<file path="config.mk">
export PLATFORM = sky130hd
export DESIGN_NAME = plps_sequencer
export DESIGN_NICKNAME = d
export VERILOG_FILES = /design/src/plps_pkg.sv /design/src/plps_sequencer.sv
export SDC_FILE = /design/constraint.sdc
export NUM_CORES = 1
export LEC_CHECK = 0
export BUFFER_PORTS_ARGS = -buffer_cell sky130_fd_sc_hd__buf_4
export CAP_MARGIN = 0
export CORE_AREA = 2 2 171 131
export DETAILED_ROUTE_END_ITERATION = 8
export DIE_AREA = 0 0 173 133
export GPL_TIMING_DRIVEN = 0
export PLACE_DENSITY_LB_ADDON = 0.1
export SYNTH_ARGS = -nofsm -noshare
export SYNTH_HDL_FRONTEND = slang
export SYNTH_SLANG_ARGS = --single-unit
</file>
<file path="constraint.sdc">
create_clock -name core_clk_i -period 9.1 [get_ports core_clk_i]
set_clock_uncertainty 0.2 [all_clocks]
set_input_delay 0.455 -clock core_clk_i [delete_from_list [all_inputs] [get_ports core_clk_i]]
set_output_delay 0.455 -clock core_clk_i [all_outputs]
set_load 0.005 [all_outputs]
</file>
<file path="src/plps_pkg.sv">
/*
 * Package for the power-loss path sequencer: timing constants, states and port structs.
 * Assumes a 125 MHz core clock.
 */
package plps_pkg;

    // ==========================================================
    // Timing
    // ==========================================================
    localparam int unsigned CLK_HZ        = 125_000_000;
    localparam int unsigned START_TMO_MS  = 1000;
    localparam int unsigned RETRY_OFF_MS  = 1000;
    localparam int unsigned HICCUP_PER_MS = 2000;
    localparam int unsigned OVLD_TMO_MS   = 1000;
    localparam int unsigned START_TMO_CYC = START_TMO_MS * (CLK_HZ / 1000);
    localparam int unsigned RETRY_OFF_CYC = RETRY_OFF_MS * (CLK_HZ / 1000);
    localparam int unsigned HICCUP_CYC    = HICCUP_PER_MS * (CLK_HZ / 1000);
    localparam int unsigned OVLD_TMO_CYC  = OVLD_TMO_MS * (CLK_HZ / 1000);
    localparam int unsigned SYNC_STAGES   = 3;

    // ==========================================================
    // Reset values
    // ==========================================================
    localparam logic RST_PWR_LOSS_FLAG = 1'b0;
    localparam logic RST_DISCHARGE     = 1'b1;

    // ==========================================================
    // Types
    // ==========================================================
    typedef enum logic [2:0] {
        PLPS_ST_DISABLED,
        PLPS_ST_SOFTSTART,
        PLPS_ST_NORMAL,
        PLPS_ST_SUPPLEMENT,
        PLPS_ST_SHUTDOWN,
        PLPS_ST_UVRESET
    } plps_main_t;

    typedef enum logic [1:0] {
        PLPS_SP_OFF,
        PLPS_SP_SOFT,
        PLPS_SP_FULL,
        PLPS_SP_RETRY
    } plps_path_t;

    // Analog comparator outputs, all asynchronous to the core clock.
    typedef struct packed {
        logic main_enable;
        logic input_valid;
        logic sense_under;
        logic sense_over;
        logic vin_over;
        logic sw_over_curr;
        logic vin_vout_300;
        logic ilim_clamp_more;
        logic ss_over_90;
        logic input_ss_done;
        logic path_across_zero;
        logic path_below_560;
        logic path_overload;
        logic store_charged;
        logic store_in_reg;
        logic store_below_95;
        logic fb_below_95;
        logic storage_depleted;
        logic buck_enabled;
        logic uv_reset_event;
    } plps_sense_t;

    localparam int unsigned SENSE_W = $bits(plps_sense_t);

    typedef struct packed {
        logic input_switch_on;
        logic path_switch_on;
        logic path_soft_limit;
        logic boost_enable;
    } plps_drive_t;

endpackage

</file>
<file path="src/plps_sequencer.sv">
/*
 * Power-loss path sequencer: input switch, storage-path switch, indicators, discharge.
 * Assumes comparator levels arrive asynchronously and the host reads faults by a pulse.
 */
// Notes on behaviour
// power_loss_flag rises after input soft-start and stays high in normal operation.
// power_loss_flag drops immediately on entering supplement mode.
// Entering undervolt reset state turns the discharge switch on.
// discharge_force_bit high turns the discharge switch on in any state.
// storage_good_flag rises at regulation, falls below 95 percent of setpoint.
// storage_good_flag forced low while buck or boost is disabled.
// output_good_flag rises only after the input switch is fully on.
// In supplement, output_good_flag starts high, drops when feedback below 95 percent.
// Input switch opens on sense under/over, input over, overcurrent, or 300mV drop.
// Path switch soft-starts at 300mA until voltage nears zero, then full with 1.8A.
// Path switch returns to soft-start when output minus node rises above 560mV.
// Storage not charged within 1s: switch off 1s, then retry.
// Overload beyond 1s: hiccup the path switch with a 2s period.
// Current limit pulling node low flags a node undervoltage fault and alert.
// Node 560mV below output lowers limit to 300mA; input switch stays on.
// Select 0 takes path control from the pin; select 1 from the register bit.
// Selected control low turns the path switch off, high turns it on.
// Path switch disabled also holds the boost converter disabled.
// Input switch clamps at current limit and opens if load draws more.
// Soft-start current above 90 percent of limit: shutdown, open, retry soft-start.
// Output tied to input in normal operation, disconnected throughout supplement.
// Main enable low with valid input enters supplement, disables after depletion.
// Alert stays low until the fault is read, and stays low while fault persists.
// The 1s and 2s intervals come from counters derived from the clock rate.
// Comparator outputs are synchronised through flip-flops before any decision.
`timescale 1ns/1ns
module plps_sequencer
    import plps_pkg::*;
#(
    parameter int unsigned START_CYC  = START_TMO_CYC,
    parameter int unsigned RETRY_CYC  = RETRY_OFF_CYC,
    parameter int unsigned HICCUP_PER = HICCUP_CYC,
    parameter int unsigned OVLD_CYC   = OVLD_TMO_CYC
) (
    input  wire logic        core_clk_i,
    input  wire logic        reset_i,
    input  wire plps_sense_t sense_i,
    input  wire logic        store_path_enable_pin_i,
    input  wire logic        block_switch_bit_i,
    input  wire logic        block_ctrl_select_i,
    input  wire logic        discharge_force_bit_i,
    input  wire logic        fault_read_i,
    output plps_drive_t      drive_o,
    output logic             power_loss_flag_o,
    output logic             storage_good_flag_o,
    output logic             output_good_flag_o,
    output logic             discharge_switch_o,
    output logic             fault_alert_n_o,
    output logic             node_uv_fault_o
);

    initial begin
        if (START_CYC < 2 || RETRY_CYC < 2 || HICCUP_PER < 4 || OVLD_CYC < 2) begin
            $error("plps_sequencer: timing counts too small");
        end
    end

    localparam int unsigned CW = 32;

    // ==========================================================
    // Synchronisers
    // ==========================================================
    logic [SENSE_W-1:0] sync_q [SYNC_STAGES];
    logic [SENSE_W-1:0] filt_q;
    plps_sense_t        s;

    always_ff @(posedge core_clk_i or posedge reset_i) begin
        if (reset_i) begin
            sync_q[0] <= '0;
            sync_q[1] <= '0;
            sync_q[2] <= '0;
        end else begin
            sync_q[0] <= sense_i;
            sync_q[1] <= sync_q[0];
            sync_q[2] <= sync_q[1];
        end
    end

    // A change is accepted only once the second and third stages agree.
    genvar gi;
    generate
        for (gi = 0; gi < SENSE_W; gi++) begin : g_filt
            always_ff @(posedge core_clk_i or posedge reset_i) begin
                if (reset_i) begin
                    filt_q[gi] <= 1'b0;
                end else if (sync_q[1][gi] == sync_q[2][gi]) begin
                    filt_q[gi] <= sync_q[2][gi];
                end
            end
        end
    endgenerate

    assign s = plps_sense_t'(filt_q);

    logic sel_q [3];
    logic sel_f_q;
    logic path_req;

    always_ff @(posedge core_clk_i or posedge reset_i) begin
        if (reset_i) begin
            sel_q[0] <= 1'b0;
            sel_q[1] <= 1'b0;
            sel_q[2] <= 1'b0;
            sel_f_q  <= 1'b0;
        end else begin
            sel_q[0] <= store_path_enable_pin_i;
            sel_q[1] <= sel_q[0];
            sel_q[2] <= sel_q[1];
            if (sel_q[1] == sel_q[2]) begin
                sel_f_q <= sel_q[2];
            end
        end
    end

    assign path_req = block_ctrl_select_i ? block_switch_bit_i : sel_f_q;

    // ==========================================================
    // Main state machine
    // ==========================================================
    plps_main_t main_q;
    plps_main_t main_d;
    logic       in_trip;


    assign in_trip = s.sense_under | s.sense_over | s.vin_over | s.sw_over_curr
                   | s.vin_vout_300 | s.ilim_clamp_more;

    always_comb begin
        main_d = main_q;
        case (main_q)
            PLPS_ST_DISABLED: begin
                if (s.main_enable && s.input_valid && !s.sense_under) begin
                    main_d = PLPS_ST_SOFTSTART;
                end
            end
            PLPS_ST_SOFTSTART: begin
                if (s.ss_over_90) begin
                    main_d = PLPS_ST_SHUTDOWN;
                end else if (!s.main_enable || in_trip) begin
                    main_d = PLPS_ST_DISABLED;
                end else if (s.input_ss_done) begin
                    main_d = PLPS_ST_NORMAL;
                end
            end
            PLPS_ST_NORMAL: begin
                if (in_trip || !s.main_enable) begin
                    main_d = PLPS_ST_SUPPLEMENT;
                end
            end
            PLPS_ST_SUPPLEMENT: begin
                if (s.storage_depleted || s.uv_reset_event) begin
                    main_d = PLPS_ST_UVRESET;
                end
            end
            PLPS_ST_SHUTDOWN: begin
                main_d = PLPS_ST_SOFTSTART;
            end
            PLPS_ST_UVRESET: begin
                if (!s.uv_reset_event && !s.storage_depleted) begin
                    main_d = PLPS_ST_DISABLED;
                end
            end
            default: main_d = PLPS_ST_DISABLED;
        endcase
        if (s.uv_reset_event) begin
            main_d = PLPS_ST_UVRESET;
        end
    end

    always_ff @(posedge core_clk_i or posedge reset_i) begin
        if (reset_i) begin
            main_q <= PLPS_ST_UVRESET;
        end else begin
            main_q <= main_d;
        end
    end

    // ==========================================================
    // Storage-path switch
    // ==========================================================
    plps_path_t path_q;
    logic [CW-1:0] tmr_q;
    logic [CW-1:0] ovl_q;
    logic          hiccup_q;
    logic          path_allow;

    assign path_allow = path_req && (main_q != PLPS_ST_DISABLED)
                      && (main_q != PLPS_ST_UVRESET);

    always_ff @(posedge core_clk_i or posedge reset_i) begin
        if (reset_i) begin
            path_q   <= PLPS_SP_OFF;
            tmr_q    <= '0;
            hiccup_q <= 1'b0;
        end else if (!path_allow) begin
            path_q   <= PLPS_SP_OFF;
            tmr_q    <= '0;
            hiccup_q <= 1'b0;
        end else begin
            case (path_q)
                PLPS_SP_OFF: begin
                    path_q <= PLPS_SP_SOFT;
                    tmr_q  <= '0;
                end
                PLPS_SP_SOFT: begin
                    if (s.path_across_zero && s.store_charged && !s.path_below_560) begin
                        path_q <= PLPS_SP_FULL;
                    end else if (tmr_q >= START_CYC - 1) begin
                        path_q   <= PLPS_SP_RETRY;
                        tmr_q    <= '0;
                        hiccup_q <= 1'b0;
                    end else begin
                        tmr_q <= tmr_q + 1'b1;
                    end
                end
                PLPS_SP_FULL: begin
                    tmr_q <= '0;
                    if (ovl_q >= OVLD_CYC - 1) begin
                        path_q   <= PLPS_SP_RETRY;
                        hiccup_q <= 1'b1;
                    end else if (s.path_below_560) begin
                        path_q <= PLPS_SP_SOFT;
                    end
                end
                PLPS_SP_RETRY: begin
                    if (tmr_q >= (hiccup_q ? HICCUP_PER / 2 : RETRY_CYC) - 1) begin
                        path_q <= PLPS_SP_SOFT;
                        tmr_q  <= '0;
                    end else begin
                        tmr_q <= tmr_q + 1'b1;
                    end
                end
                default: path_q <= PLPS_SP_OFF;
            endcase
        end
    end

    always_ff @(posedge core_clk_i or posedge reset_i) begin
        if (reset_i) begin
            ovl_q <= '0;
        end else if (path_q == PLPS_SP_FULL && s.path_overload) begin
            ovl_q <= ovl_q + 1'b1;
        end else begin
            ovl_q <= '0;
        end
    end

    // ==========================================================
    // Drive outputs
    // ==========================================================
    always_ff @(posedge core_clk_i or posedge reset_i) begin
        if (reset_i) begin
            drive_o <= '0;
        end else begin
            drive_o.input_switch_on <= (main_d == PLPS_ST_NORMAL) && !in_trip;
            drive_o.path_switch_on  <= (path_q == PLPS_SP_SOFT) || (path_q == PLPS_SP_FULL);
            drive_o.path_soft_limit <= (path_q != PLPS_SP_FULL) || s.path_below_560;
            drive_o.boost_enable    <= (path_q == PLPS_SP_FULL) && (main_q == PLPS_ST_NORMAL);
        end
    end

    // ==========================================================
    // Indicators
    // ==========================================================
    always_ff @(posedge core_clk_i or posedge reset_i) begin
        if (reset_i) begin
            power_loss_flag_o <= RST_PWR_LOSS_FLAG;
        end else begin
            power_loss_flag_o <= (main_d == PLPS_ST_NORMAL);
        end
    end

    logic boost_on;
    assign boost_on = (path_q == PLPS_SP_FULL) && (main_q == PLPS_ST_NORMAL);

    always_ff @(posedge core_clk_i or posedge reset_i) begin
        if (reset_i) begin
            storage_good_flag_o <= 1'b0;
        end else if (!s.buck_enabled || !boost_on || !path_allow) begin
            storage_good_flag_o <= 1'b0;
        end else if (s.store_below_95) begin
            storage_good_flag_o <= 1'b0;
        end else if (s.store_in_reg) begin
            storage_good_flag_o <= 1'b1;
        end
    end

    always_ff @(posedge core_clk_i or posedge reset_i) begin
        if (reset_i) begin
            output_good_flag_o <= 1'b0;
        end else if (main_q == PLPS_ST_SUPPLEMENT) begin
            if (s.fb_below_95) begin
                output_good_flag_o <= 1'b0;
            end
        end else begin
            output_good_flag_o <= drive_o.input_switch_on;
        end
    end

    always_ff @(posedge core_clk_i or posedge reset_i) begin
        if (reset_i) begin
            discharge_switch_o <= RST_DISCHARGE;
        end else begin
            discharge_switch_o <= (main_d == PLPS_ST_UVRESET) || discharge_force_bit_i;
        end
    end

    // ==========================================================
    // Fault alert
    // ==========================================================
    logic node_uv;
    assign node_uv = s.path_overload && s.path_below_560 && drive_o.path_switch_on;

    always_ff @(posedge core_clk_i or posedge reset_i) begin
        if (reset_i) begin
            node_uv_fault_o <= 1'b0;
            fault_alert_n_o <= 1'b1;
        end else if (node_uv) begin
            node_uv_fault_o <= 1'b1;
            fault_alert_n_o <= 1'b0;
        end else if (fault_read_i) begin
            node_uv_fault_o <= 1'b0;
            fault_alert_n_o <= 1'b1;
        end
    end

endmodule

</file>
* Word level (Yosys, flattened, before mapping)
Index checks and enable logic that the tools add are counted.
** Cells by class
- Add/subtract/negate cells :: 2
- $lt $le $gt $ge :: 2
- Equality and inequality tests :: 38
- Muxes and demuxes :: 31
- Bitwise gates (word level) :: 5
- Reduce and logical (&&, ||, !) cells :: 35
** Operators with widths (number)
- $mux W32 :: 4
- $pmux W32 S3 :: 1
- $add A32 B1 Y32 const B :: 2
- $ge A32 B27 Y1 const B :: 2
- $mux W3 :: 8
- $eq A1 B1 Y1 :: 21
- $pmux W3 S6 :: 1
- $logic_and A1 B1 Y1 :: 12
- $mux W2 :: 6
- $mux W1 :: 10
- $eq A3 B2 Y1 const B :: 3
- $eq A3 B3 Y1 const B :: 3
- $logic_not A1 Y1 :: 9
- $ne A3 B3 Y1 const B :: 3
- $ne A4 B4 Y1 const B :: 2
- $pmux W2 S4 :: 1
- $logic_or A1 B1 Y1 :: 7
- $reduce_bool A3 Y1 :: 2
- $or A1 B1 Y1 :: 5
- $eq A2 B2 Y1 const B :: 2
- $ne A2 B2 Y1 const B :: 2
- $eq A3 B1 Y1 const B :: 1
- $logic_not A3 Y1 :: 1
- $reduce_and A3 Y1 :: 1
- 4 further kinds :: 4
** Word-level totals
- Bits in registers :: 163
- Input port bits :: 27
- Output and inout bits :: 10
- Logic and storage cells :: 154

* Logic depth before layout (Yosys ltp)
- Depth after elaboration :: 12
- Mapped depth :: 9
- Gate-level depth less buffers :: 8

* Worst setup path before layout
OpenSTA, ideal clock, no wires.
- Path kind :: register to register
- Start point :: reg main_q[2]
- End point :: reg tmr_q[28]
- Library setup time :: 132 ps
- Arrival time :: 2065 ps
- Required time :: 8768 ps
- Setup slack :: 6703 ps
- Cell stages (with the launch flop) :: 9
- Path buffers :: 2
- Period minus slack after synthesis :: 2397 ps
- Cell sequence :: dfstp_2 > buf_2 > xnor2_1 > a2111oi_0 > or4b_1 > buf_2 > nor4_1 > xnor2_1 > nor2_1
** Between the ends
- Longest elaborated chain between the ends :: 4
- Elaborated cells between the ends (all ways) :: 6
- Classes of those cells :: eq/ne: 2; mux: 1; reduce/logical: 3
** RTL lines
- start: declaration :: line plps_sequencer.sv:125 : plps_main_t main_q;
- start signal: assignment :: line plps_sequencer.sv:179 : main_q <= main_d;
- $reduce_bool A3 Y1 :: line plps_sequencer.sv:192 : assign path_allow = path_req && (main_q != PLPS_ST_DISABLED)
- $logic_and A1 B1 Y1 :: line plps_sequencer.sv:192
- $logic_and A1 B1 Y1 (*) :: line plps_sequencer.sv:193 : && (main_q != PLPS_ST_UVRESET);
- $ne A3 B3 Y1 (no source line) / $mux W32 (equally long branches)
- end signal: assignment :: line plps_sequencer.sv:218 : tmr_q <= tmr_q + 1'b1;
- end signal: assignment :: line plps_sequencer.sv:235 : tmr_q <= tmr_q + 1'b1;
- end: declaration :: line plps_sequencer.sv:187 : logic [CW-1:0] tmr_q;
Mark *: on every way between the ends. The rest lies on a longest branch, timed or not.
A chain may end at the register's enable or synchronous reset.

* Worst setup path after layout
- Start point :: reg main_q[0]
- End point :: reg tmr_q[7]
The elaborated chain is that of the path after synthesis.

==> summary.md <==
| Metric | Value |
|---|---|
| Worst-path clk slew | `60 ps` |
| Via Count | `4049` |
| Largest net degree at the start of global routing | `96` |
| Leakage | `3.19 nW` |
| Switching Share | `22.9%` |
| RSZ-0062 raised after global routing | `no` |
| Status | `finished clean` |
| Die width | `173 um` |
| ANT cells | `0` |
| Worst EP arrival | `3200 ps` |
| DR WL/cell | `13.3 um` |
| # H-tree levels | `4` |
| Nets@finish | `approximately 650` |
| EDFF count, synth | `0` |
| Max_cap viols | `0` |
| P&R area growth vs syn | `23.4%` |
| Placed instance area | `around 7000 um^2` |
| Internal power | `approximately 1.2 mW` |
| Worst Tran Pin Value | `902 ps` |
| Reg-to-reg startpoint | `main_q[0]` |
| Power per Cell Area | `approximately 200 nW/um^2` |
| Global-route total usage across every layer | `11.7%` |
| Post-Syn Nets | `572` |
| DIE AREA | `approximately 23000 um^2` |
| Routed met1 length | `6.57 mm` |
| GP Congestion | `between 0.7 and 0.8` |
| Minimum clock period after layout | `3050 ps` |
| Total iterations of the first detailed-routing run | `4` |
| Hold wc startpoint | `fault_read_i` |
| Row count | `47` |
| IO Port Bufs | `36` |
| Sequential-to-total area share from yosys stat | `approximately 64%` |
| Hold Fails Final Rpt | `0` |
| Routed met3 length | `roughly 400 um` |
| Initial antenna violation count | `0` |
| Tcrit/Tclk final | `33.5%` |
| IO Pins | `37` |
| Setup_tns | `0 ps` |
| Crit. Startpoint | `main_q[0]` |
| Synthesized flop and latch total | `about 160` |
| Remaining global-route overflow | `0` |
| Final hold slack | `30.0 ps` |
| Comb pwr share | `5.9%` |
| Initial core utilization | `a little under 30%` |
| Global-route wire length before repair | `21.2 mm` |
| Area of the mapped netlist | `approximately 6300 um^2` |
| Core area | `21500 um^2` |
| CTS root buf | `clkbuf_16` |
| Layout filler cell count | `roughly 2200` |
| Sequential share of power | `49.4%` |
| Via/cell ratio | `4.38` |
| Fin. max-slew vios | `0` |
| FMAX | `328 MHz` |
| Net switching power | `0.359 mW` |
| Reg2reg path depth | `8` |
| Setup Crit Path Kind | `reg2reg` |
| Drt drc | `0` |
| Unique masters post-synth | `48` |
| Async S/R FF share, synth | `100%` |
| Critical Path RT | `9250 ps` |
| Layout cells sized above 1 | `13.6%` |
| Peak supply drop | `around 0.13 mV` |
| Routed wl met2 | `5.14 mm` |
| Routed Antenna Nets | `0` |
| Die Span Y | `133 um` |
| Post-route design area | `~7800 um^2` |
| Synth Flop Type | `dfrtp_1` |
| Hold path depth | `2` |
| Clock power frac | `44.7%` |
| Startpoint type of the worst setup path | `register` |
| Worst Hold Class | `in2reg` |
| Clk_lat worst skew | `430 ps` |
| Resize count post-CTS | `0` |
| Synthesized netlist cell count | `539` |
| Post-CTS setup buffers | `0` |
| CTS tree | `yes` |
| Top sig layer | `met4` |
| Warnings from Yosys | `0` |
| Hold-fix buffer count after cts | `23` |
| Syn Area/Cell | `around 12 um^2` |
| Finish-stage setup viols | `0` |
| Drt initial violations | `213` |
| Worst slew margin | `39.4%` |
| CP max FO | `10` |
| Clk sinks | `~160` |
| TritonCTS buffer count | `17` |
| Worst Setup End Kind | `register` |
| Max clock buf depth | `2` |
| Post-DP HPWL | `a little over 8 mm` |
| Total wire length | `12.3 mm` |
| Number of global-route vias before repair | `4109` |
-- sequential cells by signal (all words and copies together) (netlist names) --
| register | cells |
|---|---|
| storage_good_flag_o | 1 |
| drive_o | 4 |
| tmr_q | 32 |
| discharge_switch_o | 1 |
| filt_q | 20 |
| ovl_q | 32 |
| node_uv_fault_o | 1 |
| main_q | 3 |
| sync_q | 60 |
| sel_q | 3 |
| fault_alert_n_o | 1 |
| path_q | 2 |
| output_good_flag_o | 1 |
| power_loss_flag_o | 1 |
| sel_f_q | 1 |
-- cell usage in the layout (no fill, tap or decap), drive strengths merged, types with 2 or more instances in the layout --
cell         instances
a31oi                2
clkbuf              25
o22ai                5
nor4                 9
clkinv               6
a21oi               14
nor2                74
xnor2               21
a2111oi              2
nand3b               3
maj3                21
nand4                7
ha                   6
and4                 2
dlygate4sd3         23
and2                 5
nand3               33
xor2                28
buf                 44
or4                  2
nand2               41
nor3b                2
and3                12
mux2i                3
dfstp                4
inv                 21
a21o                 3
o21a                 2
nand2b               4
o21ai               15
nor3                12
dfrtp              159
or3                  4
o211ai               2
-- path summary, 6_finish.rpt --
check | slack (ps) | to
worst max-delay path | 6050 | tmr_q[7]
min in group asynchronous | 410 | sync_q[13]
max in group asynchronous | 7460 | tmr_q[26]
worst min-delay path | 30 | node_uv_fault_o
worst max register to register | 6050 | tmr_q[7]
worst min register to register | 150 | sync_q[22]
-- stage by stage --
stage	util [%]	cells	setup slack, ps	total power, mW
finish	36.4	925	6050	1.57
global route	36.4	925	5730	1.64
CTS	36.4	925	6000	1.60
detailed placement	32.6	870	6000	0.874
global placement	32.4	869	2160	0.869
floorplan	-	539	4050	0.835
-- cell families after synthesis --
family                     share of synthesized area [%]
DFF                                                 64.4
xor gates and xnor gates                            6.77
AOI/OAI and AO/OA                                   5.51
and+or+nand+nor                                     16.3
buffers and inverters                               1.85
muxes                                              0.651
adders and majority gates                           4.50
-- synth_stat cells (all sizes together), types with 12 or more instances --
cell type | number | area share, %
xnor2 | 21 | 2.9
a21oi | 14 | 1.1
maj3 | 21 | 3.3
inv | 19 | 1.1
xor2 | 28 | 3.9
dfrtp | 159 | 63
and3 | 12 | 1.2
nor3 | 12 | 0.95
nand2 | 41 | 2.4
nand3 | 33 | 2.7
o21ai | 15 | 1.2
nor2 | 74 | 4.4
-- power groups by stage --
| stage | combinational [mW] | sequential [mW] | clock [mW] |
|---|---|---|---|
| global route | 0.106 | 0.777 | 0.760 |
| global placement | 0.0830 | 0.786 | 0 |
| CTS | 0.0953 | 0.773 | 0.727 |
| finish | 0.0927 | 0.774 | 0.700 |
| detailed placement | 0.0871 | 0.787 | 0 |
| floorplan | 0.0535 | 0.782 | 0 |
-- area by class of cell --
class,instances,area (um^2),area share (%)
multi-input cells,347,2140,27.3
repair buffers,60,528,6.75
clock inverters,10,98.8,1.26
plain buffers,10,46.3,0.591
well taps,294,368,4.70
inverters,19,78.8,1.01
clock buffers,22,484,6.19
flip-flops and latches,163,4080,52.2
-- metal layers --
layer | vias up | GRT usage [%]
li1 | 1995 | -
met1 | 1997 | 17.0
met2 | 44 | 16.4
met3 | 13 | 3.53
met4 | 0 | 4.43
met5 | - | 0
-- worst max-delay path, stage by stage, from the launching register on --
cell and delay, ps:
dfstp_2 510, buf_2 170, xnor2_1 120, a21oi_1 580
nand3_1 270, a2111oi_4 480, nor2_1 260, buf_2 260
nor2_1 130
Power figures use the tool's default switching activity.
